## config.mk

```make
export PLATFORM = sky130hd
export DESIGN_NAME = ubr_core
export DESIGN_NICKNAME = d
export VERILOG_FILES = /design/src/design/ubr_pkg.sv /design/src/design/ubr_core.sv
export SDC_FILE = /design/constraint.sdc
export NUM_CORES = 1
export LEC_CHECK = 0
export BUFFER_PORTS_ARGS = -buffer_cell sky130_fd_sc_hd__buf_2
export CAP_MARGIN = 5
export CORE_MARGIN = 1
export CORE_UTILIZATION = 45
export CTS_CLUSTER_DIAMETER = 80
export DETAILED_ROUTE_END_ITERATION = 8
export PLACE_DENSITY = 0.6
export SYNTH_ARGS = -nofsm -noshare
export SYNTH_HDL_FRONTEND = slang
export SYNTH_SLANG_ARGS = --single-unit
```

## constraint.sdc

```tcl
create_clock -name pclk -period 6.6 [get_ports pclk]
set_input_delay 0.66 -clock pclk [delete_from_list [all_inputs] [get_ports pclk]]
set_output_delay 0.66 -clock pclk [all_outputs]
set_load 0.02 [all_outputs]
```

## src/design/ubr_pkg.sv

```systemverilog
package ubr_pkg;
  localparam int         ADDR_W     = 8;
  localparam logic [7:0] OFF_DATA   = 8'h00;
  localparam logic [7:0] OFF_CTRL   = 8'h04;
  localparam logic [7:0] OFF_FMT    = 8'h08;
  localparam logic [7:0] OFF_BGC    = 8'h0C;
  localparam logic [7:0] OFF_RLH    = 8'h10;
  localparam logic [7:0] OFF_RLL    = 8'h14;
  localparam logic [7:0] OFF_MASK   = 8'h18;
  // status bits, mask uses the same layout
  localparam int         NEV        = 4;
  localparam int         ST_TX      = 0;
  localparam int         ST_RX      = 1;
  localparam int         ST_OVF     = 2;
  localparam int         ST_PERR    = 3;
  localparam int         CTRL_XBIT  = 4;
  // baud_gen_control fields
  localparam int         BGC_EN     = 0;
  localparam int         BGC_PS_LSB = 1;
  localparam int         BGC_SRC    = 3;
  localparam logic [1:0] PS_DIV12   = 2'h0;
  localparam logic [1:0] PS_DIV4    = 2'h1;
  localparam logic [1:0] PS_DIV48   = 2'h2;
  localparam logic [1:0] PS_DIV1    = 2'h3;
  localparam logic [5:0] DIV_1      = 6'h01;
  localparam logic [5:0] DIV_4      = 6'h04;
  localparam logic [5:0] DIV_12     = 6'h0C;
  localparam logic [5:0] DIV_48     = 6'h30;
  localparam logic [15:0] TMR_TOP   = 16'hFFFF;
  localparam logic [1:0] PAR_EVEN   = 2'h0;
  localparam logic [1:0] PAR_ODD    = 2'h1;
  localparam logic [1:0] PAR_MARK   = 2'h2;
  localparam logic [1:0] PAR_SPACE  = 2'h3;
  localparam logic [3:0] LEN_BASE   = 4'h5;
  localparam int         FRAME_W    = 12;
  localparam logic [7:0] BGC_RST    = 8'h00;
  localparam logic [7:0] RLD_RST    = 8'h00;
  localparam logic [7:0] FMT_RST    = 8'h03;
  localparam logic [NEV-1:0] MASK_RST = 4'h0;

  typedef struct packed {
    logic       tx_extra;
    logic       extra_en;
    logic       stop2;
    logic [1:0] par_type;
    logic       par_en;
    logic [1:0] len;
  } ubr_fmt_s;

  typedef enum logic [2:0] {RX_IDLE, RX_START, RX_DATA, RX_PAR, RX_STOP} ubr_rx_e;
  typedef enum logic {TX_IDLE, TX_SEND} ubr_tx_e;
endpackage

```

## src/design/ubr_core.sv

```systemverilog
`timescale 1ns/1ps
// How it works
// - transmit and receive run independently, full duplex
// - receive FIFO holds three bytes before overflow
// - data writes load transmit register only
// - data reads return receive FIFO head only
// - unmasked set flag raises the interrupt
// - flags stay set until software clears them
// - receive flag clear ignored while FIFO holds bytes
// - 16-bit timer, prescaler 1, 4, 12 or 48
// - generator control enables; port idle when disabled
// - timer counts up from 16-bit split reload
// - timer wrap reloads programmed value at once
// - bit time equals two timer overflows
// - start, 5-8 data LSB first, parity, stops
// - tx write starts frame; flag at stop start
module ubr_core #(
  parameter int FIFO_DEPTH = 3
) (
  input  wire logic                        pclk,
  input  wire logic                        presetn,
  input  wire logic                        clk_en,
  input  wire logic                        psel,
  input  wire logic                        penable,
  input  wire logic                        pwrite,
  input  wire logic [ubr_pkg::ADDR_W-1:0]  paddr,
  input  wire logic [31:0]                 pwdata,
  output logic      [31:0]                 prdata,
  output logic                             pready,
  output logic                             pslverr,
  input  wire logic                        rxd,
  output logic                             txd,
  output logic                             irq
);
  import ubr_pkg::*;

  localparam int PW = (FIFO_DEPTH > 1) ? $clog2(FIFO_DEPTH) : 1;
  localparam int CW = $clog2(FIFO_DEPTH + 1);
  localparam logic [CW-1:0] FULL = CW'(FIFO_DEPTH);
  localparam logic [PW-1:0] LAST = PW'(FIFO_DEPTH - 1);

  if (FIFO_DEPTH < 1 || FIFO_DEPTH > 15)
  begin : g_bad_depth
    $error("FIFO_DEPTH must be 1 to 15");
  end

  function automatic logic [5:0] ps_div(input logic [1:0] sel);
    case (sel)
      PS_DIV1:  ps_div = DIV_1;
      PS_DIV4:  ps_div = DIV_4;
      PS_DIV48: ps_div = DIV_48;
      default:  ps_div = DIV_12;
    endcase
  endfunction

  function automatic logic [7:0] len_mask(input logic [1:0] len);
    len_mask = 8'hFF >> (2'h3 - len);
  endfunction

  function automatic logic par_bit(input logic [7:0] d, input logic [1:0] pt);
    case (pt)
      PAR_EVEN: par_bit = ^d;
      PAR_ODD:  par_bit = ~^d;
      PAR_MARK: par_bit = 1'b1;
      default:  par_bit = 1'b0;
    endcase
  endfunction

  logic                 pready_reg, pslverr_reg, pop_ok_reg, irq_reg, txd_reg;
  logic [31:0]          prdata_reg;
  logic                 rx_meta_reg, rx_sync_reg, rx_prev_reg;
  logic [7:0]           bgc_reg, rlh_reg, rll_reg;
  ubr_fmt_s             fmt_reg;
  logic [NEV-1:0]       status_reg, mask_reg, ev_set, clr_raw, clr_eff;
  logic [7:0]           fifo_mem [FIFO_DEPTH];
  logic [PW-1:0]        wp_reg, rp_reg;
  logic [CW-1:0]        rx_count_reg;
  logic                 acc, wr, rd, tx_wr, pop, push_ok, ovf_ev, map_ok;
  logic [7:0]           rd_val;
  logic                 gen_en;
  logic [5:0]           div;
  logic [15:0]          reload;
  logic [5:0]           ps_cnt_reg [2];
  logic [15:0]          tmr_reg [2];
  logic                 tick [2];
  logic                 ovf [2];
  logic                 restart [2];
  ubr_rx_e              rx_state_reg;
  logic                 rx_half_reg, rx_push_reg, rx_perr_reg, rx_extra_reg;
  logic [3:0]           rx_cnt_reg;
  logic [7:0]           rx_sh_reg, rx_data_reg, rx_word;
  logic                 rx_sample;
  ubr_tx_e              tx_state_reg;
  logic                 tx_half_reg, tx_pend_reg, tx_ev_reg, tx_bound;
  logic [7:0]           tx_hold_reg;
  logic [FRAME_W-1:0]   tx_sh_reg, tx_frame;
  logic [3:0]           tx_idx_reg, nbits, stop_pos, total;
  logic                 has_pbit;

  assign prdata  = prdata_reg;
  assign pready  = pready_reg;
  assign pslverr = pslverr_reg;
  assign txd     = txd_reg;
  assign irq     = irq_reg;

  assign gen_en   = bgc_reg[BGC_EN];
  assign div      = ps_div(bgc_reg[BGC_PS_LSB +: 2]);
  assign reload   = {rlh_reg, rll_reg};
  assign nbits    = LEN_BASE + {2'h0, fmt_reg.len};
  assign has_pbit = fmt_reg.par_en | fmt_reg.extra_en;
  assign stop_pos = 4'h1 + nbits + {3'h0, has_pbit};
  // second stop bit exists only for 6 to 8 data bits
  assign total    = stop_pos + 4'h1 + {3'h0, fmt_reg.stop2 && (fmt_reg.len != 2'h0)};

  // one wait state so read data and pready both leave flops
  assign acc   = psel & penable & pready_reg;
  assign wr    = acc & pwrite;
  assign rd    = acc & ~pwrite;
  assign tx_wr = wr && (paddr == OFF_DATA);
  assign pop   = rd && (paddr == OFF_DATA) && pop_ok_reg;

  always_comb
  begin
    map_ok = 1'b1;
    rd_val = 8'h00;
    if (paddr == OFF_DATA)
      rd_val = (rx_count_reg != '0) ? fifo_mem[rp_reg] : 8'h00;
    else if (paddr == OFF_CTRL)
      rd_val = {3'h0, rx_extra_reg, status_reg};
    else if (paddr == OFF_FMT)
      rd_val = fmt_reg;
    else if (paddr == OFF_BGC)
      rd_val = bgc_reg;
    else if (paddr == OFF_RLH)
      rd_val = rlh_reg;
    else if (paddr == OFF_RLL)
      rd_val = rll_reg;
    else if (paddr == OFF_MASK)
      rd_val = {4'h0, mask_reg};
    else
      map_ok = 1'b0;
  end

  always_ff @(posedge pclk or negedge presetn)
  begin
    if (!presetn)
    begin
      pready_reg  <= 1'b0;
      pslverr_reg <= 1'b0;
      prdata_reg  <= 32'h0000_0000;
      pop_ok_reg  <= 1'b0;
    end
    else if (clk_en)
    begin
      pready_reg <= psel & penable & ~pready_reg;
      if (psel & penable & ~pready_reg)
      begin
        prdata_reg  <= pwrite ? 32'h0000_0000 : {24'h00_0000, rd_val};
        pslverr_reg <= ~map_ok;
        pop_ok_reg  <= (rx_count_reg != '0);
      end
      else
      begin
        pslverr_reg <= 1'b0;
      end
    end
  end

  always_ff @(posedge pclk or negedge presetn)
  begin
    if (!presetn)
    begin
      fmt_reg  <= FMT_RST;
      bgc_reg  <= BGC_RST;
      rlh_reg  <= RLD_RST;
      rll_reg  <= RLD_RST;
      mask_reg <= MASK_RST;
    end
    else if (clk_en && wr)
    begin
      if (paddr == OFF_FMT)
        fmt_reg <= pwdata[7:0];
      else if (paddr == OFF_BGC)
        bgc_reg <= pwdata[7:0];
      else if (paddr == OFF_RLH)
        rlh_reg <= pwdata[7:0];
      else if (paddr == OFF_RLL)
        rll_reg <= pwdata[7:0];
      else if (paddr == OFF_MASK)
        mask_reg <= pwdata[NEV-1:0];
    end
  end

  // rx pin synchroniser, prev flop only looks at the second stage
  always_ff @(posedge pclk or negedge presetn)
  begin
    if (!presetn)
    begin
      rx_meta_reg <= 1'b1;
      rx_sync_reg <= 1'b1;
      rx_prev_reg <= 1'b1;
    end
    else if (clk_en)
    begin
      rx_meta_reg <= rxd;
      rx_sync_reg <= rx_meta_reg;
      rx_prev_reg <= rx_sync_reg;
    end
  end

  // channel 0 paces tx, channel 1 is restarted on each rx start edge
  assign restart[0] = 1'b0;
  assign restart[1] = gen_en && (rx_state_reg == RX_IDLE) && rx_prev_reg && !rx_sync_reg;

  for (genvar i = 0; i < 2; i++)
  begin : g_tmr
    assign tick[i] = gen_en && (ps_cnt_reg[i] >= div - 6'h01);
    assign ovf[i]  = tick[i] && (tmr_reg[i] == TMR_TOP);
    always_ff @(posedge pclk or negedge presetn)
    begin
      if (!presetn)
      begin
        ps_cnt_reg[i] <= 6'h00;
        tmr_reg[i]    <= 16'h0000;
      end
      else if (clk_en)
      begin
        if (!gen_en || restart[i])
        begin
          ps_cnt_reg[i] <= 6'h00;
          tmr_reg[i]    <= reload;
        end
        else if (tick[i])
        begin
          ps_cnt_reg[i] <= 6'h00;
          tmr_reg[i]    <= ovf[i] ? reload : tmr_reg[i] + 16'h0001;
        end
        else
        begin
          ps_cnt_reg[i] <= ps_cnt_reg[i] + 6'h01;
        end
      end
    end
  end

  // a bit lasts two overflows, giving the halving in the rate
  assign tx_bound  = ovf[0] && tx_half_reg;
  assign rx_sample = ovf[1] && !rx_half_reg;

  always_comb
  begin
    logic [7:0] d;
    d        = tx_hold_reg & len_mask(fmt_reg.len);
    tx_frame = '1;
    tx_frame[0] = 1'b0;
    for (int k = 0; k < 8; k++)
      if (k < int'(nbits))
        tx_frame[1 + k] = d[k];
    if (fmt_reg.par_en)
      tx_frame[1 + nbits] = par_bit(d, fmt_reg.par_type);
    else if (fmt_reg.extra_en)
      tx_frame[1 + nbits] = fmt_reg.tx_extra;
  end

  // format changes during a frame take effect mid-frame
  always_ff @(posedge pclk or negedge presetn)
  begin
    if (!presetn)
    begin
      tx_state_reg <= TX_IDLE;
      tx_half_reg  <= 1'b0;
      tx_pend_reg  <= 1'b0;
      tx_ev_reg    <= 1'b0;
      tx_hold_reg  <= 8'h00;
      tx_sh_reg    <= '1;
      tx_idx_reg   <= 4'h0;
      txd_reg      <= 1'b1;
    end
    else if (clk_en)
    begin
      tx_ev_reg <= 1'b0;
      if (ovf[0])
        tx_half_reg <= ~tx_half_reg;
      if (!gen_en)
      begin
        tx_state_reg <= TX_IDLE;
        txd_reg      <= 1'b1;
        tx_half_reg  <= 1'b0;
      end
      else if (tx_bound)
      begin
        case (tx_state_reg)
          TX_IDLE:
          begin
            if (tx_pend_reg)
            begin
              txd_reg      <= 1'b0;
              tx_sh_reg    <= tx_frame >> 1;
              tx_idx_reg   <= 4'h1;
              tx_pend_reg  <= 1'b0;
              tx_state_reg <= TX_SEND;
            end
          end
          default:
          begin
            if (tx_idx_reg == total)
            begin
              tx_state_reg <= TX_IDLE;
              txd_reg      <= 1'b1;
            end
            else
            begin
              txd_reg    <= tx_sh_reg[0];
              tx_sh_reg  <= {1'b1, tx_sh_reg[FRAME_W-1:1]};
              tx_idx_reg <= tx_idx_reg + 4'h1;
              if (tx_idx_reg == stop_pos)
                tx_ev_reg <= 1'b1;
            end
          end
        endcase
      end
      if (tx_wr)
      begin
        tx_hold_reg <= pwdata[7:0];
        tx_pend_reg <= 1'b1;
      end
    end
  end

  assign rx_word = rx_sh_reg >> (2'h3 - fmt_reg.len);

  // receiver is fully separate from the transmitter
  always_ff @(posedge pclk or negedge presetn)
  begin
    if (!presetn)
    begin
      rx_state_reg <= RX_IDLE;
      rx_half_reg  <= 1'b0;
      rx_cnt_reg   <= 4'h0;
      rx_sh_reg    <= 8'h00;
      rx_data_reg  <= 8'h00;
      rx_push_reg  <= 1'b0;
      rx_perr_reg  <= 1'b0;
      rx_extra_reg <= 1'b0;
    end
    else if (clk_en)
    begin
      rx_push_reg <= 1'b0;
      rx_perr_reg <= 1'b0;
      if (restart[1])
        rx_half_reg <= 1'b0;
      else if (ovf[1])
        rx_half_reg <= ~rx_half_reg;
      if (!gen_en)
        rx_state_reg <= RX_IDLE;
      else
      begin
        case (rx_state_reg)
          RX_IDLE:
            if (restart[1])
              rx_state_reg <= RX_START;
          RX_START:
            if (rx_sample)
            begin
              rx_cnt_reg   <= 4'h0;
              rx_state_reg <= rx_sync_reg ? RX_IDLE : RX_DATA;
            end
          RX_DATA:
            if (rx_sample)
            begin
              rx_sh_reg  <= {rx_sync_reg, rx_sh_reg[7:1]};
              rx_cnt_reg <= rx_cnt_reg + 4'h1;
              if (rx_cnt_reg == nbits - 4'h1)
                rx_state_reg <= has_pbit ? RX_PAR : RX_STOP;
            end
          RX_PAR:
            if (rx_sample)
            begin
              if (fmt_reg.par_en)
                rx_perr_reg <= rx_sync_reg != par_bit(rx_word, fmt_reg.par_type);
              else
                rx_extra_reg <= rx_sync_reg;
              rx_state_reg <= RX_STOP;
            end
          default:
            if (rx_sample)
            begin
              rx_data_reg  <= rx_word;
              rx_push_reg  <= 1'b1;
              rx_state_reg <= RX_IDLE;
            end
        endcase
      end
    end
  end

  assign push_ok = rx_push_reg && ((rx_count_reg != FULL) || pop);
  assign ovf_ev  = rx_push_reg && (rx_count_reg == FULL) && !pop;

  // storage carries no reset, so it stays out of the reset process
  always_ff @(posedge pclk)
  begin
    if (clk_en && push_ok)
      fifo_mem[wp_reg] <= rx_data_reg;
  end

  always_ff @(posedge pclk or negedge presetn)
  begin
    if (!presetn)
    begin
      wp_reg       <= '0;
      rp_reg       <= '0;
      rx_count_reg <= '0;
    end
    else if (clk_en)
    begin
      if (push_ok)
        wp_reg <= (wp_reg == LAST) ? '0 : wp_reg + PW'(1);
      if (pop)
        rp_reg <= (rp_reg == LAST) ? '0 : rp_reg + PW'(1);
      if (push_ok && !pop)
        rx_count_reg <= rx_count_reg + CW'(1);
      else if (pop && !push_ok)
        rx_count_reg <= rx_count_reg - CW'(1);
    end
  end

  always_comb
  begin
    ev_set          = '0;
    ev_set[ST_TX]   = tx_ev_reg;
    ev_set[ST_RX]   = push_ok;
    ev_set[ST_OVF]  = ovf_ev;
    ev_set[ST_PERR] = rx_perr_reg;
    clr_raw         = (wr && (paddr == OFF_CTRL)) ? pwdata[NEV-1:0] : '0;
    clr_eff         = clr_raw;
    if (rx_count_reg != '0)
      clr_eff[ST_RX] = 1'b0;
  end

  // set beats clear so no event is lost
  always_ff @(posedge pclk or negedge presetn)
  begin
    if (!presetn)
    begin
      status_reg <= '0;
      irq_reg    <= 1'b0;
    end
    else if (clk_en)
    begin
      status_reg <= (status_reg & ~clr_eff) | ev_set;
      irq_reg    <= |(status_reg & mask_reg);
    end
  end
endmodule

```

==> flow_summary_export.csv <==
group,metric,value,unit
floorplanning,pin_count,83,
finish,final_layout_size_suffix_gt1_share,16.3,%
sta,final_min_period_over_clock_period,65.4,%
clock_tree,total_cts_buffers,17,
floorplanning,core_region_area,22100,um^2
logic_synthesis,most_common_cell_in_the_synthesized_netlist,"dfrtp_1",
worst_hold_path,hold_path.class,"in2async",
global_routing,grt_overflow_total,0,
global_routing,grt_max_degree,92,
logic_synthesis,top_area_cell_type_share_of_the_netlist_area,34.8,%
job,cap_viol_max_count,0,
pwr,finalPower,0.00236,W
finish,finish.net_count,1114,
logic_synthesis,netlist.top_cell.by_area,"dfrtp_1",
critical_path,timing.critical_path.slowest_cell_delay,0.81,ns
sta,skew,0.0186,ns
sta,timing.final.max_slew_violations,0,
pwr,leakage,4.80,nW
floorplanning,die_footprint,23400,um^2
routing,routed_wire_length_per_instance,18.3,um
logic_synthesis,synth.area.top_cells,"dfrtp_1, edfxtp_1, mux2_2, dfstp_2, nand2_1",
clock_tree,h-tree-depth,4,
placement,routabilityCongestion,0.857,
sta,unrepaired_setup_endpoints_after_global_routing,"no",
critical_path,crit_top_cell,"ha_1",
clock_tree,cts.clk_slew.worst_paths,0.08,ns
routing,drc,0,
status,outcome,"completed",
clock_tree,clk_latency,0.45,ns
finish,max_ffs_per_register,32,
logic_synthesis,syn-mean-instance-area,10.0,um^2
critical_path,startpoint_type,"register",
pwr,cellPowerDensity,211,nW/um^2
logic_synthesis,synth_enable_flop_cells,24,
clock_tree,tritoncts_clock_tree,"yes",
floorplanning,die-height,153,um
global_routing,grt_pass1_wl,39.4,mm
clock_tree,postCtsSetupRepairBufs,0,
sta,setup-violations-final,0,
clock_tree,clk_path_buf_depth,2,
sta,final-hold-violation-count,0,
sta,layout_setup_ws,2.28,ns
placement,post-dp-hpwl,16.9,mm
logic_synthesis,yosys_warnings,0,
global_routing,grt_usage,21.5,%
logic_synthesis,synthCells,1024,
pwr,vdd_drop_max,0.000178,V
logic_synthesis,synthesized_cell_area,10300,um^2
placement,post_place_cells,1299,
sta,timing.max_slew.rel_slack,17.2,%
clock_tree,cts_root_buffer,"clkbuf_16",
logic_synthesis,postSynth.asyncResetShare,87.0,%
floorplanning,initial_utilization,46.5,%
finish,n_antenna_cell,0,
critical_path,setup.worst_path.end_class,"register",
placement,preCtsSetupSlack,2.26,ns
sta,worstMarginPinSlew,1.24,ns
critical_path,timing.critical_path.buf_inv,2,
global_routing,vias_in_the_first_global_route,7169,
floorplanning,floorplan.die.width,153,um
clock_tree,clock-sinks,185,
sta,fin_setup_tns,0,ns
routing,drt.antenna.violating_nets,0,
critical_path,crit_chain,"clkinv_1 > ha_1 > nand2b_1 > ha_1 > inv_1 > ha_1 > xor2_1 > and4_1 > o21ai_0 > a211oi_1 > a211o_1 > o21ai_0 > a22o_1",
critical_path,timing.critical_path.max_delay_family,"compound AO/OA/AOI/OAI gates",
clock_tree,cts.hold.buffers_added,0,
placement,number_of_buffers_inserted_by_port_buffering,34,
critical_path,required,6.94,ns
sta,holdWs,0.288,ns
critical_path,slowest_cp_cell,"dfstp_2",
sta,timing.fmax,232,MHz
logic_synthesis,synth_seq_cells,185,
logic_synthesis,synth-main-ff-cell,"dfrtp_1",
floorplanning,core.rowCount,54,
routing,postRouteWirelength,24.4,mm
routing,via_per_inst,5.71,
routing,drt-initial-drc-count,426,
sta,fin_crit,4.32,ns
clock_tree,post_cts_resized,0,
routing,vias,7598,
logic_synthesis,sequential_element_share_of_the_synthesized_area,46.5,%
finish,number_of_standard_cells_in_the_final_layout_excluding_fillers,1331,
critical_path,endpoint_arrival_time_on_the_critical_path,4.66,ns
critical_path,criticalPathCategory,"reg2reg",
logic_synthesis,synthTopCellsByCount,"dfrtp_1, nand2_1, o21ai_0",
finish,syn2layout_area_growth,8.97,%
routing,drt_pass1_iterations,5,
global_routing,antenna_found_initial,0,
logic_synthesis,post_synth_cell_types,76,
critical_path,critical_path.max_fanout,21,
[worst register-to-register path, delay by kind of cell, from the launching register on]
family	cells	cell delay, ns
buf+inv	2	0.58
simple gates	2	0.38
compound gates	5	1.46
flops	1	0.81
fa+ha+maj	3	0.77
xor+xnor	1	0.23
[kinds of logic after synthesis]
logic type      after synthesis  share of synthesized area [%]
compound gates              257                           15.9
xor+xnor                     31                           2.78
fa+ha+maj                    29                           3.61
buf+inv                      98                           4.60
flops                       185                           46.5
mux                         100                           10.8
other cells                   1                         0.0365
simple gates                323                           15.8
[routing by layer]
layer  global-route usage [%]  part of all wire, %
met2                     33.7                   46
met5                        0                    0
met4                     5.72                  1.3
met3                     4.08                  4.1
met1                     30.5                   49
[power breakdown]
group          total [W]  switching (W)  internal [W]
Combinational   0.000116      0.0000852     0.0000311
Sequential       0.00119      0.0000186       0.00117
Clock            0.00105       0.000532      0.000518
[final timing paths]
path                                           from                     endpoint  slack [ns]  depth (start not counted)
max                          fmt_reg[0]$_DFFE_PN1P_    tx_idx_reg[3]$_DFFE_PN0P_        2.28                         13
min                                         presetn       tmr_reg[4]$_DFFE_PN0P_        0.29                          1
max reg2reg                  fmt_reg[0]$_DFFE_PN1P_    tx_idx_reg[3]$_DFFE_PN0P_        2.28                         13
min reg2reg                tx_sh_reg[9]$_DFFE_PN1P_     tx_sh_reg[9]$_DFFE_PN1P_        0.47                          2
max in group asynchronous                   presetn  rx_state_reg[2]$_DFFE_PN0P_        4.87                          2
min in group pclk                               rxd      rx_meta_reg$_DFFE_PN1P_        0.45                          2
[cell type report]
cell class              instances  area, um^2
multi-input cells             764        5120
inverters                      27         101
well taps                     280         350
fillers                      2023       10900
clock inverters                15         183
repair buffers                 43         244
clock buffers                  17         425
flip-flops and latches        185        4770
[placed cells by master (no fill, tap or decap), drive strengths merged, types with 7 or more instances in the layout]
cell,synthesis,routed
or3,7,7
edfxtp,24,24
xor2,13,13
a21oi,67,67
mux2,66,66
o21ai,73,73
buf,37,43
o31ai,10,10
dfstp,18,18
dfrtp,143,143
nor3,20,20
clkinv,2,7
conb,1,24
clkbuf,34,17
nand2b,11,11
a31oi,12,12
o211ai,8,8
nand2,108,108
and3,12,12
mux2i,34,34
nand4,10,10
a22o,8,8
xnor2,17,17
o221ai,7,7
nor2b,12,12
o22ai,11,11
inv,25,34
ha,28,28
nor2,67,67
nand3,35,35
[stage by stage]
step	cell area (um^2)	util [%]
after floorplan	10400	-
after global placement	10600	47.9
after detailed placement	10600	47.9
after CTS	11200	50.7
after global routing	11200	50.7
final	11200	50.7
(Power assumes the default switching activity.)
